$ cat src/include/cmp_ctl_defines.svh
// Purpose: Offsets, field positions, reset values and AXI response codes for the comparator control block
// Assumes: AXI4-Lite byte addresses, one 32-bit word per register
// Notes:   Definitions only
`ifndef CMP_CTL_DEFINES_SVH
`define CMP_CTL_DEFINES_SVH

// Register byte offsets
`define CFG_OFFSET        12'h000
`define LINK_OFFSET       12'h004
`define IRQ_FLAG_OFFSET   12'h008
`define IRQ_EN_OFFSET     12'h00C

// comparator_config fields
`define CFG_MODE_LSB      0
`define CFG_SWITCH_BIT    3
`define CFG_INV1_BIT      4
`define CFG_INV2_BIT      5
`define CFG_OUT1_BIT      6
`define CFG_OUT2_BIT      7

// comparator_timer_link fields
`define LINK_SYNC_BIT     0
`define LINK_GSS_BIT      1

// irq flag / enable fields
`define IRQ_C1_BIT        0
`define IRQ_C2_BIT        1
`define IRQ_PERIPHERAL_IRQ_ENABLE_BIT      2
`define IRQ_GIE_BIT       3

// Reset values
`define CFG_RESET         8'h00
`define LINK_RESET        8'h02

// AXI responses
`define RESP_OKAY         2'h0
`define RESP_SLVERR       2'h2

`endif

$ cat src/include/cmp_ctl_pkg.sv
// Purpose: Types for the comparator control block
// Assumes: Used with cmp_ctl_defines.svh
// Notes:   Mode encodings follow the three-bit mode field
package cmp_ctl_pkg;

  typedef enum logic [2:0] {
    MODE_OFF_ANALOG  = 3'h0,
    MODE_THREE_MUX   = 3'h1,
    MODE_FOUR_MUX    = 3'h2,
    MODE_COMMON_REF  = 3'h3,
    MODE_INDEPENDENT = 3'h4,
    MODE_SINGLE      = 3'h5,
    MODE_OUT_COMMON  = 3'h6,
    MODE_OFF_DIGITAL = 3'h7
  } compare_mode_e;

  typedef enum logic [1:0] {
    WR_IDLE = 2'h0,
    WR_RESP = 2'h1
  } wr_state_e;

  typedef struct packed {
    logic          first_polarity_invert;
    logic          second_polarity_invert;
    logic          input_switch_select;
    compare_mode_e compare_mode_field;
  } config_s;

  // Analog front-end steering
  typedef struct packed {
    logic c1_enable;
    logic c2_enable;
    logic c1_inv_from_alt;  // C1 inverting input from alternate pin
    logic c2_inv_from_alt;  // C2 inverting input from alternate pin
    logic c2_pos_from_ref;  // C2 non-inverting input from fixed reference
    logic common_ref;       // C2 non-inverting input shared with C1
    logic pins_digital;     // Comparator input pins released to digital
  } analog_ctl_s;

endpackage

$ cat src/hdl/dual_comparator_control.sv
// Purpose: Digital control of a dual analog comparator: modes, polarity, change interrupts, timer gate
// Assumes: Comparator raw outputs synchronous to i_mclk; each clock models one instruction cycle
// Notes:   Registers over AXI4-Lite; first clock phase sample modelled as every i_mclk edge
//          Change flags favour set over a software clear
`timescale 1ns/100ps
`include "cmp_ctl_defines.svh"

module dual_comparator_control #(
  parameter int ADDR_W = 12
) (
  // Clock and reset
  input  wire logic                       i_mclk,
  input  wire logic                       i_rst,
  // AXI4-Lite write address
  input  wire logic [ADDR_W-1:0]          i_awaddr,
  input  wire logic                       i_awvalid,
  output logic                            o_awready,
  // AXI4-Lite write data
  input  wire logic [31:0]                i_wdata,
  input  wire logic [3:0]                 i_wstrb,
  input  wire logic                       i_wvalid,
  output logic                            o_wready,
  // AXI4-Lite write response
  output logic [1:0]                      o_bresp,
  output logic                            o_bvalid,
  input  wire logic                       i_bready,
  // AXI4-Lite read address
  input  wire logic [ADDR_W-1:0]          i_araddr,
  input  wire logic                       i_arvalid,
  output logic                            o_arready,
  // AXI4-Lite read data
  output logic [31:0]                     o_rdata,
  output logic [1:0]                      o_rresp,
  output logic                            o_rvalid,
  input  wire logic                       i_rready,
  // Comparator analog side
  input  wire logic                       i_c1_raw,
  input  wire logic                       i_c2_raw,
  output cmp_ctl_pkg::analog_ctl_s        o_analog_ctl,
  // Output pins
  output logic [1:0]                      o_compare_output_pin,
  output logic [1:0]                      o_compare_output_pin_oe_n,
  // Timer gate
  input  wire logic                       i_external_gate_pin,
  input  wire logic                       i_timer_clk,
  output logic                            o_timer_gate,
  // System
  input  wire logic                       i_sleeping,
  output logic                            o_irq,
  output logic                            o_wake
);

  // Refuse address widths the decoder cannot hold
  if (ADDR_W < 4 || ADDR_W > 32) begin
    $error("ADDR_W out of range");
  end

  cmp_ctl_pkg::config_s   cfg_r;
  logic                   gss_r;
  logic                   sync_r;
  logic [1:0]             flag_r;
  logic [1:0]             en_r;
  logic                   peripheral_irq_enable_r;
  logic                   gie_r;
  // Change detection state
  logic [1:0]             read_latch_r;
  logic [1:0]             sample_r;
  logic [1:0]             mismatch;
  logic [1:0]             cmp_out;
  logic                   cmp_on;
  // Timer gate path
  logic                   timer_clk_d_r;
  logic                   c2_synced_r;
  // Register bus bookkeeping
  cmp_ctl_pkg::wr_state_e wr_state_r;
  logic                   aw_got_r;
  logic                   w_got_r;
  logic [ADDR_W-1:0]      awaddr_r;
  logic [31:0]            wdata_r;
  logic [3:0]             wstrb_r;
  logic                   wr_fire;
  logic                   rd_fire;
  logic                   cfg_read;
  logic                   cfg_write;
  logic                   flag_write;
  logic                   en_write;
  logic                   link_write;
  logic [ADDR_W-1:0]      wr_addr;
  logic [31:0]            wr_data;

  // Map offset to a register index; unmapped returns 3'h4
  function automatic logic [2:0] decode(input logic [ADDR_W-1:0] a);
    logic [2:0] idx;
    idx = 3'h4;
    if (a == ADDR_W'(`CFG_OFFSET)) begin
      idx = 3'h0;
    end else if (a == ADDR_W'(`LINK_OFFSET)) begin
      idx = 3'h1;
    end else if (a == ADDR_W'(`IRQ_FLAG_OFFSET)) begin
      idx = 3'h2;
    end else if (a == ADDR_W'(`IRQ_EN_OFFSET)) begin
      idx = 3'h3;
    end
    return idx;
  endfunction

  // Comparators off in modes 000 and 111, on otherwise, sleep or not
  assign cmp_on = (cfg_r.compare_mode_field != cmp_ctl_pkg::MODE_OFF_ANALOG) &&
                  (cfg_r.compare_mode_field != cmp_ctl_pkg::MODE_OFF_DIGITAL);

  // Polarity applied; off comparators read low
  assign cmp_out[0] = cmp_on & (i_c1_raw ^ cfg_r.first_polarity_invert);
  assign cmp_out[1] = cmp_on & (i_c2_raw ^ cfg_r.second_polarity_invert);

  // Write channel: take address and data in either order
  always_ff @(posedge i_mclk or posedge i_rst) begin
    if (i_rst) begin
      aw_got_r <= 1'b0;
      w_got_r  <= 1'b0;
      awaddr_r <= '0;
      wdata_r  <= 32'h0000_0000;
      wstrb_r  <= 4'h0;
    end else if (wr_fire) begin
      aw_got_r <= 1'b0;
      w_got_r  <= 1'b0;
    end else begin
      if (o_awready && i_awvalid) begin
        aw_got_r <= 1'b1;
        awaddr_r <= i_awaddr;
      end
      if (o_wready && i_wvalid) begin
        w_got_r <= 1'b1;
        wdata_r <= i_wdata;
        wstrb_r <= i_wstrb;
      end
    end
  end

  // Commit once both halves are held; response follows at that edge
  assign wr_fire = (wr_state_r == cmp_ctl_pkg::WR_IDLE) && aw_got_r && w_got_r;
  assign wr_addr = awaddr_r;
  assign wr_data = wdata_r;

  always_ff @(posedge i_mclk or posedge i_rst) begin
    if (i_rst) begin
      wr_state_r <= cmp_ctl_pkg::WR_IDLE;
      o_bvalid   <= 1'b0;
      o_bresp    <= `RESP_OKAY;
      o_awready  <= 1'b0;
      o_wready   <= 1'b0;
    end else begin
      // Registered readies: low from each handshake until the cycle after the response is taken
      o_awready <= (wr_state_r == cmp_ctl_pkg::WR_IDLE) && !aw_got_r && !(o_awready && i_awvalid) && !wr_fire;
      o_wready  <= (wr_state_r == cmp_ctl_pkg::WR_IDLE) && !w_got_r && !(o_wready && i_wvalid) && !wr_fire;
      case (wr_state_r)
        cmp_ctl_pkg::WR_IDLE: begin
          if (wr_fire) begin
            o_bvalid   <= 1'b1;
            o_bresp    <= (decode(wr_addr) == 3'h4) ? `RESP_SLVERR : `RESP_OKAY;
            wr_state_r <= cmp_ctl_pkg::WR_RESP;
          end
        end
        cmp_ctl_pkg::WR_RESP: begin
          if (i_bready) begin
            o_bvalid   <= 1'b0;
            wr_state_r <= cmp_ctl_pkg::WR_IDLE;
          end
        end
        default: wr_state_r <= cmp_ctl_pkg::WR_IDLE;
      endcase
    end
  end

  // Only the low byte lane carries register bits
  assign cfg_write  = wr_fire && (decode(wr_addr) == 3'h0) && wstrb_r[0];
  assign link_write = wr_fire && (decode(wr_addr) == 3'h1) && wstrb_r[0];
  assign flag_write = wr_fire && (decode(wr_addr) == 3'h2) && wstrb_r[0];
  assign en_write   = wr_fire && (decode(wr_addr) == 3'h3) && wstrb_r[0];

  // Read channel: one cycle to answer
  // One read in flight; arready stays low while data waits
  assign rd_fire  = o_arready && i_arvalid;
  assign cfg_read = rd_fire && (decode(i_araddr) == 3'h0);

  always_ff @(posedge i_mclk or posedge i_rst) begin
    if (i_rst) begin
      o_arready <= 1'b0;
      o_rvalid  <= 1'b0;
      o_rdata   <= 32'h0000_0000;
      o_rresp   <= `RESP_OKAY;
    end else begin
      o_arready <= !o_rvalid && !rd_fire;
      if (rd_fire) begin
        o_rvalid <= 1'b1;
        o_rresp  <= `RESP_OKAY;
        o_rdata  <= 32'h0000_0000;
        if (decode(i_araddr) == 3'h0) begin
          o_rdata[`CFG_OUT2_BIT]  <= cmp_out[1];
          o_rdata[`CFG_OUT1_BIT]  <= cmp_out[0];
          o_rdata[`CFG_INV2_BIT]  <= cfg_r.second_polarity_invert;
          o_rdata[`CFG_INV1_BIT]  <= cfg_r.first_polarity_invert;
          o_rdata[`CFG_SWITCH_BIT] <= cfg_r.input_switch_select;
          o_rdata[`CFG_MODE_LSB+2:`CFG_MODE_LSB] <= cfg_r.compare_mode_field;
        end else if (decode(i_araddr) == 3'h1) begin
          o_rdata[`LINK_GSS_BIT]  <= gss_r;
          o_rdata[`LINK_SYNC_BIT] <= sync_r;
        end else if (decode(i_araddr) == 3'h2) begin
          o_rdata[`IRQ_C2_BIT:`IRQ_C1_BIT] <= flag_r;
        end else if (decode(i_araddr) == 3'h3) begin
          o_rdata[`IRQ_C2_BIT:`IRQ_C1_BIT] <= en_r;
          o_rdata[`IRQ_PERIPHERAL_IRQ_ENABLE_BIT] <= peripheral_irq_enable_r;
          o_rdata[`IRQ_GIE_BIT]  <= gie_r;
        end else begin
          o_rresp <= `RESP_SLVERR;
        end
      end else if (i_rready) begin
        o_rvalid <= 1'b0;
      end
    end
  end

  // Configuration registers
  always_ff @(posedge i_mclk or posedge i_rst) begin
    if (i_rst) begin
      cfg_r  <= cmp_ctl_pkg::config_s'(6'(`CFG_RESET));
      gss_r  <= 1'(`LINK_RESET >> `LINK_GSS_BIT);
      sync_r <= 1'b0;
    end else begin
      // Result bits are read only; writes to them are dropped
      if (cfg_write) begin
        cfg_r.second_polarity_invert <= wr_data[`CFG_INV2_BIT];
        cfg_r.first_polarity_invert  <= wr_data[`CFG_INV1_BIT];
        cfg_r.input_switch_select    <= wr_data[`CFG_SWITCH_BIT];
        cfg_r.compare_mode_field     <= cmp_ctl_pkg::compare_mode_e'(wr_data[`CFG_MODE_LSB+2:`CFG_MODE_LSB]);
      end
      if (link_write) begin
        gss_r  <= wr_data[`LINK_GSS_BIT];
        sync_r <= wr_data[`LINK_SYNC_BIT];
      end
    end
  end

  // Enables
  // Only a full low byte write moves them
  always_ff @(posedge i_mclk or posedge i_rst) begin
    if (i_rst) begin
      en_r   <= 2'h0;
      peripheral_irq_enable_r <= 1'b0;
      gie_r  <= 1'b0;
    end else if (en_write) begin
      en_r   <= wr_data[`IRQ_C2_BIT:`IRQ_C1_BIT];
      peripheral_irq_enable_r <= wr_data[`IRQ_PERIPHERAL_IRQ_ENABLE_BIT];
      gie_r  <= wr_data[`IRQ_GIE_BIT];
    end
  end

  // Mismatch latches, one pair per comparator
  // Write refreshes the read latch too, as it reads first
  // Change landing with a read enters both latches and is lost
  always_ff @(posedge i_mclk or posedge i_rst) begin
    if (i_rst) begin
      read_latch_r <= 2'h0;
      sample_r     <= 2'h0;
    end else begin
      sample_r <= cmp_out;
      if (cfg_read || cfg_write) begin
        read_latch_r <= cmp_out;
      end
    end
  end

  assign mismatch = sample_r ^ read_latch_r;

  // Flags: mismatch wins over a software clear
  // Clear only lands once the mismatch has ended
  always_ff @(posedge i_mclk or posedge i_rst) begin
    if (i_rst) begin
      flag_r <= 2'h0;
    end else begin
      for (int i = 0; i < 2; i++) begin
        if (mismatch[i]) begin
          flag_r[i] <= 1'b1;
        end else if (flag_write) begin
          flag_r[i] <= wr_data[`IRQ_C1_BIT + i];
        end
      end
    end
  end

  // Interrupt and wake requests
  // Flags still set with enables off; only requests gated
  always_ff @(posedge i_mclk or posedge i_rst) begin
    if (i_rst) begin
      o_irq  <= 1'b0;
      o_wake <= 1'b0;
    end else begin
      o_irq  <= |(flag_r & en_r) & peripheral_irq_enable_r & gie_r;
      o_wake <= |(flag_r & en_r) & peripheral_irq_enable_r & i_sleeping;
    end
  end

  // Analog steering and output pins
  // Comparator 1 idles in single comparator mode
  // Pins return to port use outside mode 110
  always_ff @(posedge i_mclk or posedge i_rst) begin
    if (i_rst) begin
      o_analog_ctl              <= '0;
      o_compare_output_pin      <= 2'h0;
      o_compare_output_pin_oe_n <= 2'h3;
    end else begin
      o_analog_ctl.c1_enable       <= cmp_on && (cfg_r.compare_mode_field != cmp_ctl_pkg::MODE_SINGLE);
      o_analog_ctl.c2_enable       <= cmp_on;
      o_analog_ctl.c1_inv_from_alt <= cfg_r.input_switch_select &&
                                      (cfg_r.compare_mode_field == cmp_ctl_pkg::MODE_THREE_MUX ||
                                       cfg_r.compare_mode_field == cmp_ctl_pkg::MODE_FOUR_MUX);
      o_analog_ctl.c2_inv_from_alt <= cfg_r.input_switch_select &&
                                      (cfg_r.compare_mode_field == cmp_ctl_pkg::MODE_FOUR_MUX);
      o_analog_ctl.c2_pos_from_ref <= cfg_r.input_switch_select &&
                                      (cfg_r.compare_mode_field == cmp_ctl_pkg::MODE_SINGLE);
      o_analog_ctl.common_ref      <= (cfg_r.compare_mode_field == cmp_ctl_pkg::MODE_COMMON_REF ||
                                       cfg_r.compare_mode_field == cmp_ctl_pkg::MODE_OUT_COMMON);
      o_analog_ctl.pins_digital    <= (cfg_r.compare_mode_field == cmp_ctl_pkg::MODE_OFF_DIGITAL);
      if (cfg_r.compare_mode_field == cmp_ctl_pkg::MODE_OUT_COMMON) begin
        o_compare_output_pin      <= cmp_out;
        o_compare_output_pin_oe_n <= 2'h0;
      end else begin
        o_compare_output_pin      <= 2'h0;
        o_compare_output_pin_oe_n <= 2'h3;
      end
    end
  end

  // Comparator 2 latched at timer clock falling edge (sampled)
  // Gate stays still while the timer counts on the rising edge
  always_ff @(posedge i_mclk or posedge i_rst) begin
    if (i_rst) begin
      timer_clk_d_r <= 1'b0;
      c2_synced_r   <= 1'b0;
      o_timer_gate  <= 1'b1;
    end else begin
      timer_clk_d_r <= i_timer_clk;
      if (timer_clk_d_r && !i_timer_clk) begin
        c2_synced_r <= cmp_out[1];
      end
      if (gss_r) begin
        o_timer_gate <= i_external_gate_pin;
      end else begin
        o_timer_gate <= sync_r ? c2_synced_r : cmp_out[1];
      end
    end
  end

endmodule

$ cat config.mk
export PLATFORM = sky130hd
export DESIGN_NAME = dual_comparator_control
export DESIGN_NICKNAME = d
export VERILOG_FILES = /design/src/include/cmp_ctl_pkg.sv /design/src/hdl/dual_comparator_control.sv
export VERILOG_INCLUDE_DIRS = /design/src /design/src/include
export SDC_FILE = /design/constraint.sdc
export NUM_CORES = 1
export LEC_CHECK = 0
export BUFFER_PORTS_ARGS = -buffer_cell sky130_fd_sc_hd__buf_2
export CORE_UTILIZATION = 35
export DETAILED_ROUTE_END_ITERATION = 8
export PLACE_DENSITY = 0.6
export SETUP_SLACK_MARGIN = 0.05
export SLEW_MARGIN = 0
export SYNTH_ARGS = -nofsm -noshare
export SYNTH_HDL_FRONTEND = slang
export SYNTH_SLANG_ARGS = --single-unit
$ cat constraint.sdc
create_clock -name i_mclk -period 2.7 [get_ports i_mclk]
set_clock_uncertainty 0.15 [all_clocks]
set_input_delay 0.27 -clock i_mclk [delete_from_list [all_inputs] [get_ports i_mclk]]
set_output_delay 0.27 -clock i_mclk [all_outputs]
set_load 0.02 [all_outputs]
After elaboration in Yosys (flattened, before gate mapping)

Cells that the tools add are included.

Word-level logic and storage cells: 184
Output and inout port bits: 55
Input bits: 72
Bits in registers: 74

Eq/ne operators: 24
Mux-type cells: 52
Bitwise operators: 10
Reductions and logical operators: 57

Operators with widths:

| operator                                                               | number |
|---|---|
| 3-bit two-way mux                                                      | 20 |
| 12-bit by 4-bit equality test with 1-bit output, second input constant | 4 |
| 1-bit logical AND                                                      | 27 |
| 2-bit two-way mux                                                      | 13 |
| 12-bit by 3-bit equality test with 1-bit output, second input constant | 2 |
| 12-bit zero test                                                       | 2 |
| 3-bit by 2-bit equality test with 1-bit output, second input constant  | 6 |
| 1-bit two-way mux                                                      | 14 |
| 3-bit equality test, second input constant                             | 4 |
| 4-bit two-way mux                                                      | 3 |
| 2-bit nonzero test                                                     | 6 |
| 3-bit by 1-bit equality test with 1-bit output, second input constant  | 3 |
| 3-bit zero test                                                        | 3 |
| 1-bit zero test                                                        | 8 |
| 2-bit AND reduction                                                    | 4 |
| 3-bit != test, second input constant                                   | 2 |
| 1-bit bitwise AND                                                      | 5 |
| 2-bit != test, second input constant                                   | 2 |
| 2-bit one-hot mux with 2 select lines                                  | 1 |
| 1-bit logical OR                                                       | 3 |
| 3-bit AND reduction                                                    | 1 |
| 3-bit nonzero test                                                     | 1 |
| 2-bit bitwise AND                                                      | 1 |
| 2-bit by 1-bit equality test with 1-bit output, second input constant  | 1 |
| 6 further kinds                                                        | 7 |

Depth between registers and ports, before layout

Depth after elaboration: 23
Mapped depth: 5
Depth with buffers taken out: 4

Least setup slack after synthesis

OpenSTA, ideal clock, no wires.

Kind: register to register
Start: register, netlist name o_bvalid
End: register en_r[0]
Arrival: 1.613 ns
Stages on the path, launching flop included: 5
Period minus slack after synthesis: 1.888 ns
Data required time: 2.425 ns
Setup slack: 0.812 ns
Cell sequence: dfrtp_1 -> and4b_1 -> nand4_2 -> nor2_1 -> mux2_2

RTL lines:

| element                | RTL line                       | text |
|---|---|---|
| end signal: assignment | dual_comparator_control.sv:251 | `` en_r <= wr_data[`IRQ_C2_BIT:`IRQ_C1_BIT]; `` |
| end: declaration       | dual_comparator_control.sv:62  | `logic [1:0] en_r;` |

Final worst setup path

Start: register awaddr_r[11]
End: register en_r[0]

Cells in the longest elaborated chain, start to end: 8
Elaborated cells between the ends (all ways): 11
Classes of those cells: 4 x eq/ne; 4 x mux; 3 x reduce/logical

Ends and longest elaborated chain:

| element                                          | RTL line                       | text |
|---|---|---|
| start: declaration                               | dual_comparator_control.sv:78  | `logic [ADDR_W-1:0] awaddr_r;` |
| start signal: assignment                         | dual_comparator_control.sv:129 | `awaddr_r <= i_awaddr;` |
| 12-bit by 4-bit equality test with 1-bit output  | dual_comparator_control.sv:101 | `` end else if (a == ADDR_W'(`IRQ_EN_OFFSET)) begin `` |
| 3-bit two-way mux                                | dual_comparator_control.sv:101 |  |
| 3-bit two-way mux                                | dual_comparator_control.sv:99  | `` end else if (a == ADDR_W'(`IRQ_FLAG_OFFSET)) begin `` |
| 3-bit two-way mux                                | dual_comparator_control.sv:97  | `` end else if (a == ADDR_W'(`LINK_OFFSET)) begin `` |
| 3-bit two-way mux *                              | -                              |  |
| 3-bit by 2-bit equality test with 1-bit output * | dual_comparator_control.sv:178 | `assign en_write = wr_fire && (decode(wr_addr) == 3'h3) && wstrb_r[0];` |
| 1-bit logical AND * (2 in series)                | dual_comparator_control.sv:178 |  |

Mark *: on every way between the ends. The rest lies on a longest branch, timed or not.
A chain may end at the register's enable or synchronous reset.

==> metrics.cfg <==
[run_status]
status = finished, final reports clean

[synth]
synth-seq-cells = 69
yosys_most_used_dff = dfrtp_1
async_reset_ff_frac = 1.00
synth.most_common_cell = dfrtp_1
yosysUniqueCellTypes = 38
yosys_warnings = 0
yosys-top-cells-count = dfrtp_1, mux2_2, buf_4, nor2_1, nand2_1
synthCells = 225
synth_top_area_frac = 0.554
syn_area_um2 = 2980
synthTopCellsByArea = dfrtp_1, mux2_2, buf_4, mux2_1, dfstp_2
yosysTopAreaCell = dfrtp_1
avgSynthCellArea_um2 = 13.3
ys_seq_area_frac = 0.580
synth_edf_count = 0

[finish]
fin_cells = 432
finalNetCount = 394
area_delta_synth_final_pct = 25.3
num-fill-cells = 785
drive_above_1_share = 0.404
final_util = 0.455
num_antenna_cells = 0

[power_and_ir_drop]
power.switching_uw = 811
p_seq_frac = 0.531
p_int_uw = 1850
powerDensity_nw_per_um2 = 712
power_leakage_uw = 0.00182
p_sw_frac = 0.305
p_total_uw = 2660
peakVddDrop_mv = 0.399
pwr-share-clk = 0.278
comb_power_share = 0.191

[timing]
fin_hold_ws_ns = 0.0164
grt_setup_unrepaired = no
max_freq_mhz = 484
setup_viol = 0
max_slew_margin = 0.359
period_needed_ns = 2.07
maxSlewViolCount = 0
fin_tns_setup_ns = 0
finalCritPeriodShare = 0.766
worstMarginPinSlew_ns = 0.958
hold_viol = 0

[worst_setup_path]
reg2regPathDepth = 4
worstSetupStartpointType = register
worst-setup-path-type = register to register
r2r_end = en_r[0]
worstPathMaxFanout = 5
r2r-start = awaddr_r[11]
critPathArrivalTime_ns = 2.14
r2r_slack_ns = 0.63
cp-end-kind = register
crit_required_ns = 2.78

[grt]
gr-total-overflow = 0
antenna_found_initial = 0
grt_first_pass_wirelength_mm = 8.93
grt_max_degree = 70
grtUsageTotal = 0.135
grt_pass1_vias = 1830

[die]
std_cell_rows = 33
die_h_um = 94.3
ios = 127
die_area_um2 = 8900
chipWidth_um = 94.3
initial_utilization = 0.363
core-area_um2 = 8220

[route]
first_pass_iters = 4
drt-total-wl_mm = 5.41
drtAntennaViolNets = 0
wl_per_cell_um = 12.5
drc_errors = 0
drtIter0Drc = 52
viasPerCell = 4.45
vias = 1922

[place]
place_hpwl_mm = 3.88
port-buffer-count = 71
gp_congestion = 0.702
numPlacedInstances = 396

[clock_tree]
insertion_delay_ns = 0.34
root_buffer = clkbuf_8
ctsHoldBuffers = 20
cts_resized = 0
clock_path_buffers = 2
post_cts_buffers = 0
htreeDepth = 3
cts_sinks = 69
cts_tree = built
cts-buffers-inserted = 9
path_clk_slew_ns = 0.08

[worst_hold_path]
hold_path_startpoint = i_external_gate_pin
hold_end = o_timer_gate
hp-class = input pin to register
min_path_cells = 2

[job]
drv_cap = 0

==> per-stage QoR <==
stage | setup slack (ns) | instance area, µm²
4_1_cts | 0.586 | 3740
5_1_grt | 0.485 | 3740
6_report | 0.632 | 3740
2_1_floorplan | 0.545 | 3080
3_5_place_dp | 0.615 | 3360
3_3_place_gp | 0.643 | 3360
==> metal layers <==
layer,global-route usage,up-vias,share of wire
met5,0,-,0
met4,0.0692,0,0.019
met3,0.0388,11,0.074
met2,0.193,81,0.43
met1,0.186,896,0.47
li1,-,934,-
==> cell families (layout without fill, tap and decap cells) <==
kind of cell    count (synthesis)  after routing  share of synthesized area
xor+xnor                        6              6                     0.0176
mux                            41             41                      0.161
flops                          69             69                      0.580
other cells                     1             26                    0.00126
buf+inv                        36            113                     0.0810
simple gates                   49             49                      0.107
compound gates                 23             23                     0.0520
==> placed cells by master (no fill, tap or decap), types with 4 or more instances in the layout <==
| master | instances |
|---|---|
| clkbuf_8 | 10 |
| mux2_2 | 28 |
| mux2_1 | 8 |
| inv_1 | 4 |
| conb_1 | 26 |
| buf_2 | 71 |
| a21oi_1 | 4 |
| nand2_1 | 9 |
| nor2_1 | 13 |
| dlygate4sd3_1 | 20 |
| a22o_1 | 5 |
| o21ai_0 | 7 |
| dfrtp_1 | 66 |
==> critical path, stage by stage (launching register included) <==
cell and delay [ns]:
dfrtp_1 0.39, nor4_2 0.39, nand4_2 0.30, nor2_1 0.35, mux2_2 0.37
==> power groups by stage <==
| stage | Clock [µW] | Sequential, µW | Combinational [µW] |
|---|---|---|---|
| 6_report | 740 | 1410 | 508 |
| 5_1_grt | 820 | 1450 | 566 |
| 4_1_cts | 771 | 1410 | 517 |
| 3_5_place_dp | 0 | 1430 | 493 |
| 3_3_place_gp | 0 | 1420 | 476 |
| 2_1_floorplan | 0 | 1420 | 373 |
==> area by class of cell <==
cell class | instances | area (µm²) | area share
inverter | 5 | 18.8 | 0.00502
sequential | 69 | 1730 | 0.463
multi-input combinational | 145 | 1100 | 0.296
clock buffer | 10 | 138 | 0.0368
clock inverter | 6 | 38.8 | 0.0104
tap | 105 | 131 | 0.0352
timing repair buffer | 92 | 576 | 0.154
==> state kept, by name, summed over array words and instances, names as in the netlist, 2 cells and up <==
register,cells
flag_r,2
awaddr_r,12
o_analog_ctl,7
cfg_r,6
en_r,2
wdata_r,6
read_latch_r,2
o_compare_output_pin,2
o_rdata,8
sample_r,2
==> worst max path at each step <==
| stage | startpoint | end | slack, ns | cells past startpoint |
|---|---|---|---|---|
| 2_1_floorplan | i_rst | aw_got_r | 0.55 | 1 |
| 3_3_place_gp | awaddr_r[11] | peripheral_irq_enable_r | 0.64 | 4 |
| 3_5_place_dp | awaddr_r[11] | peripheral_irq_enable_r | 0.62 | 4 |
| 4_1_cts | awaddr_r[11] | en_r[0] | 0.59 | 4 |
| 5_1_grt | awaddr_r[11] | cfg_r[5] | 0.49 | 4 |
| 6_report | awaddr_r[11] | en_r[0] | 0.63 | 4 |
No activity file was read; power rests on OpenSTA's default activity.
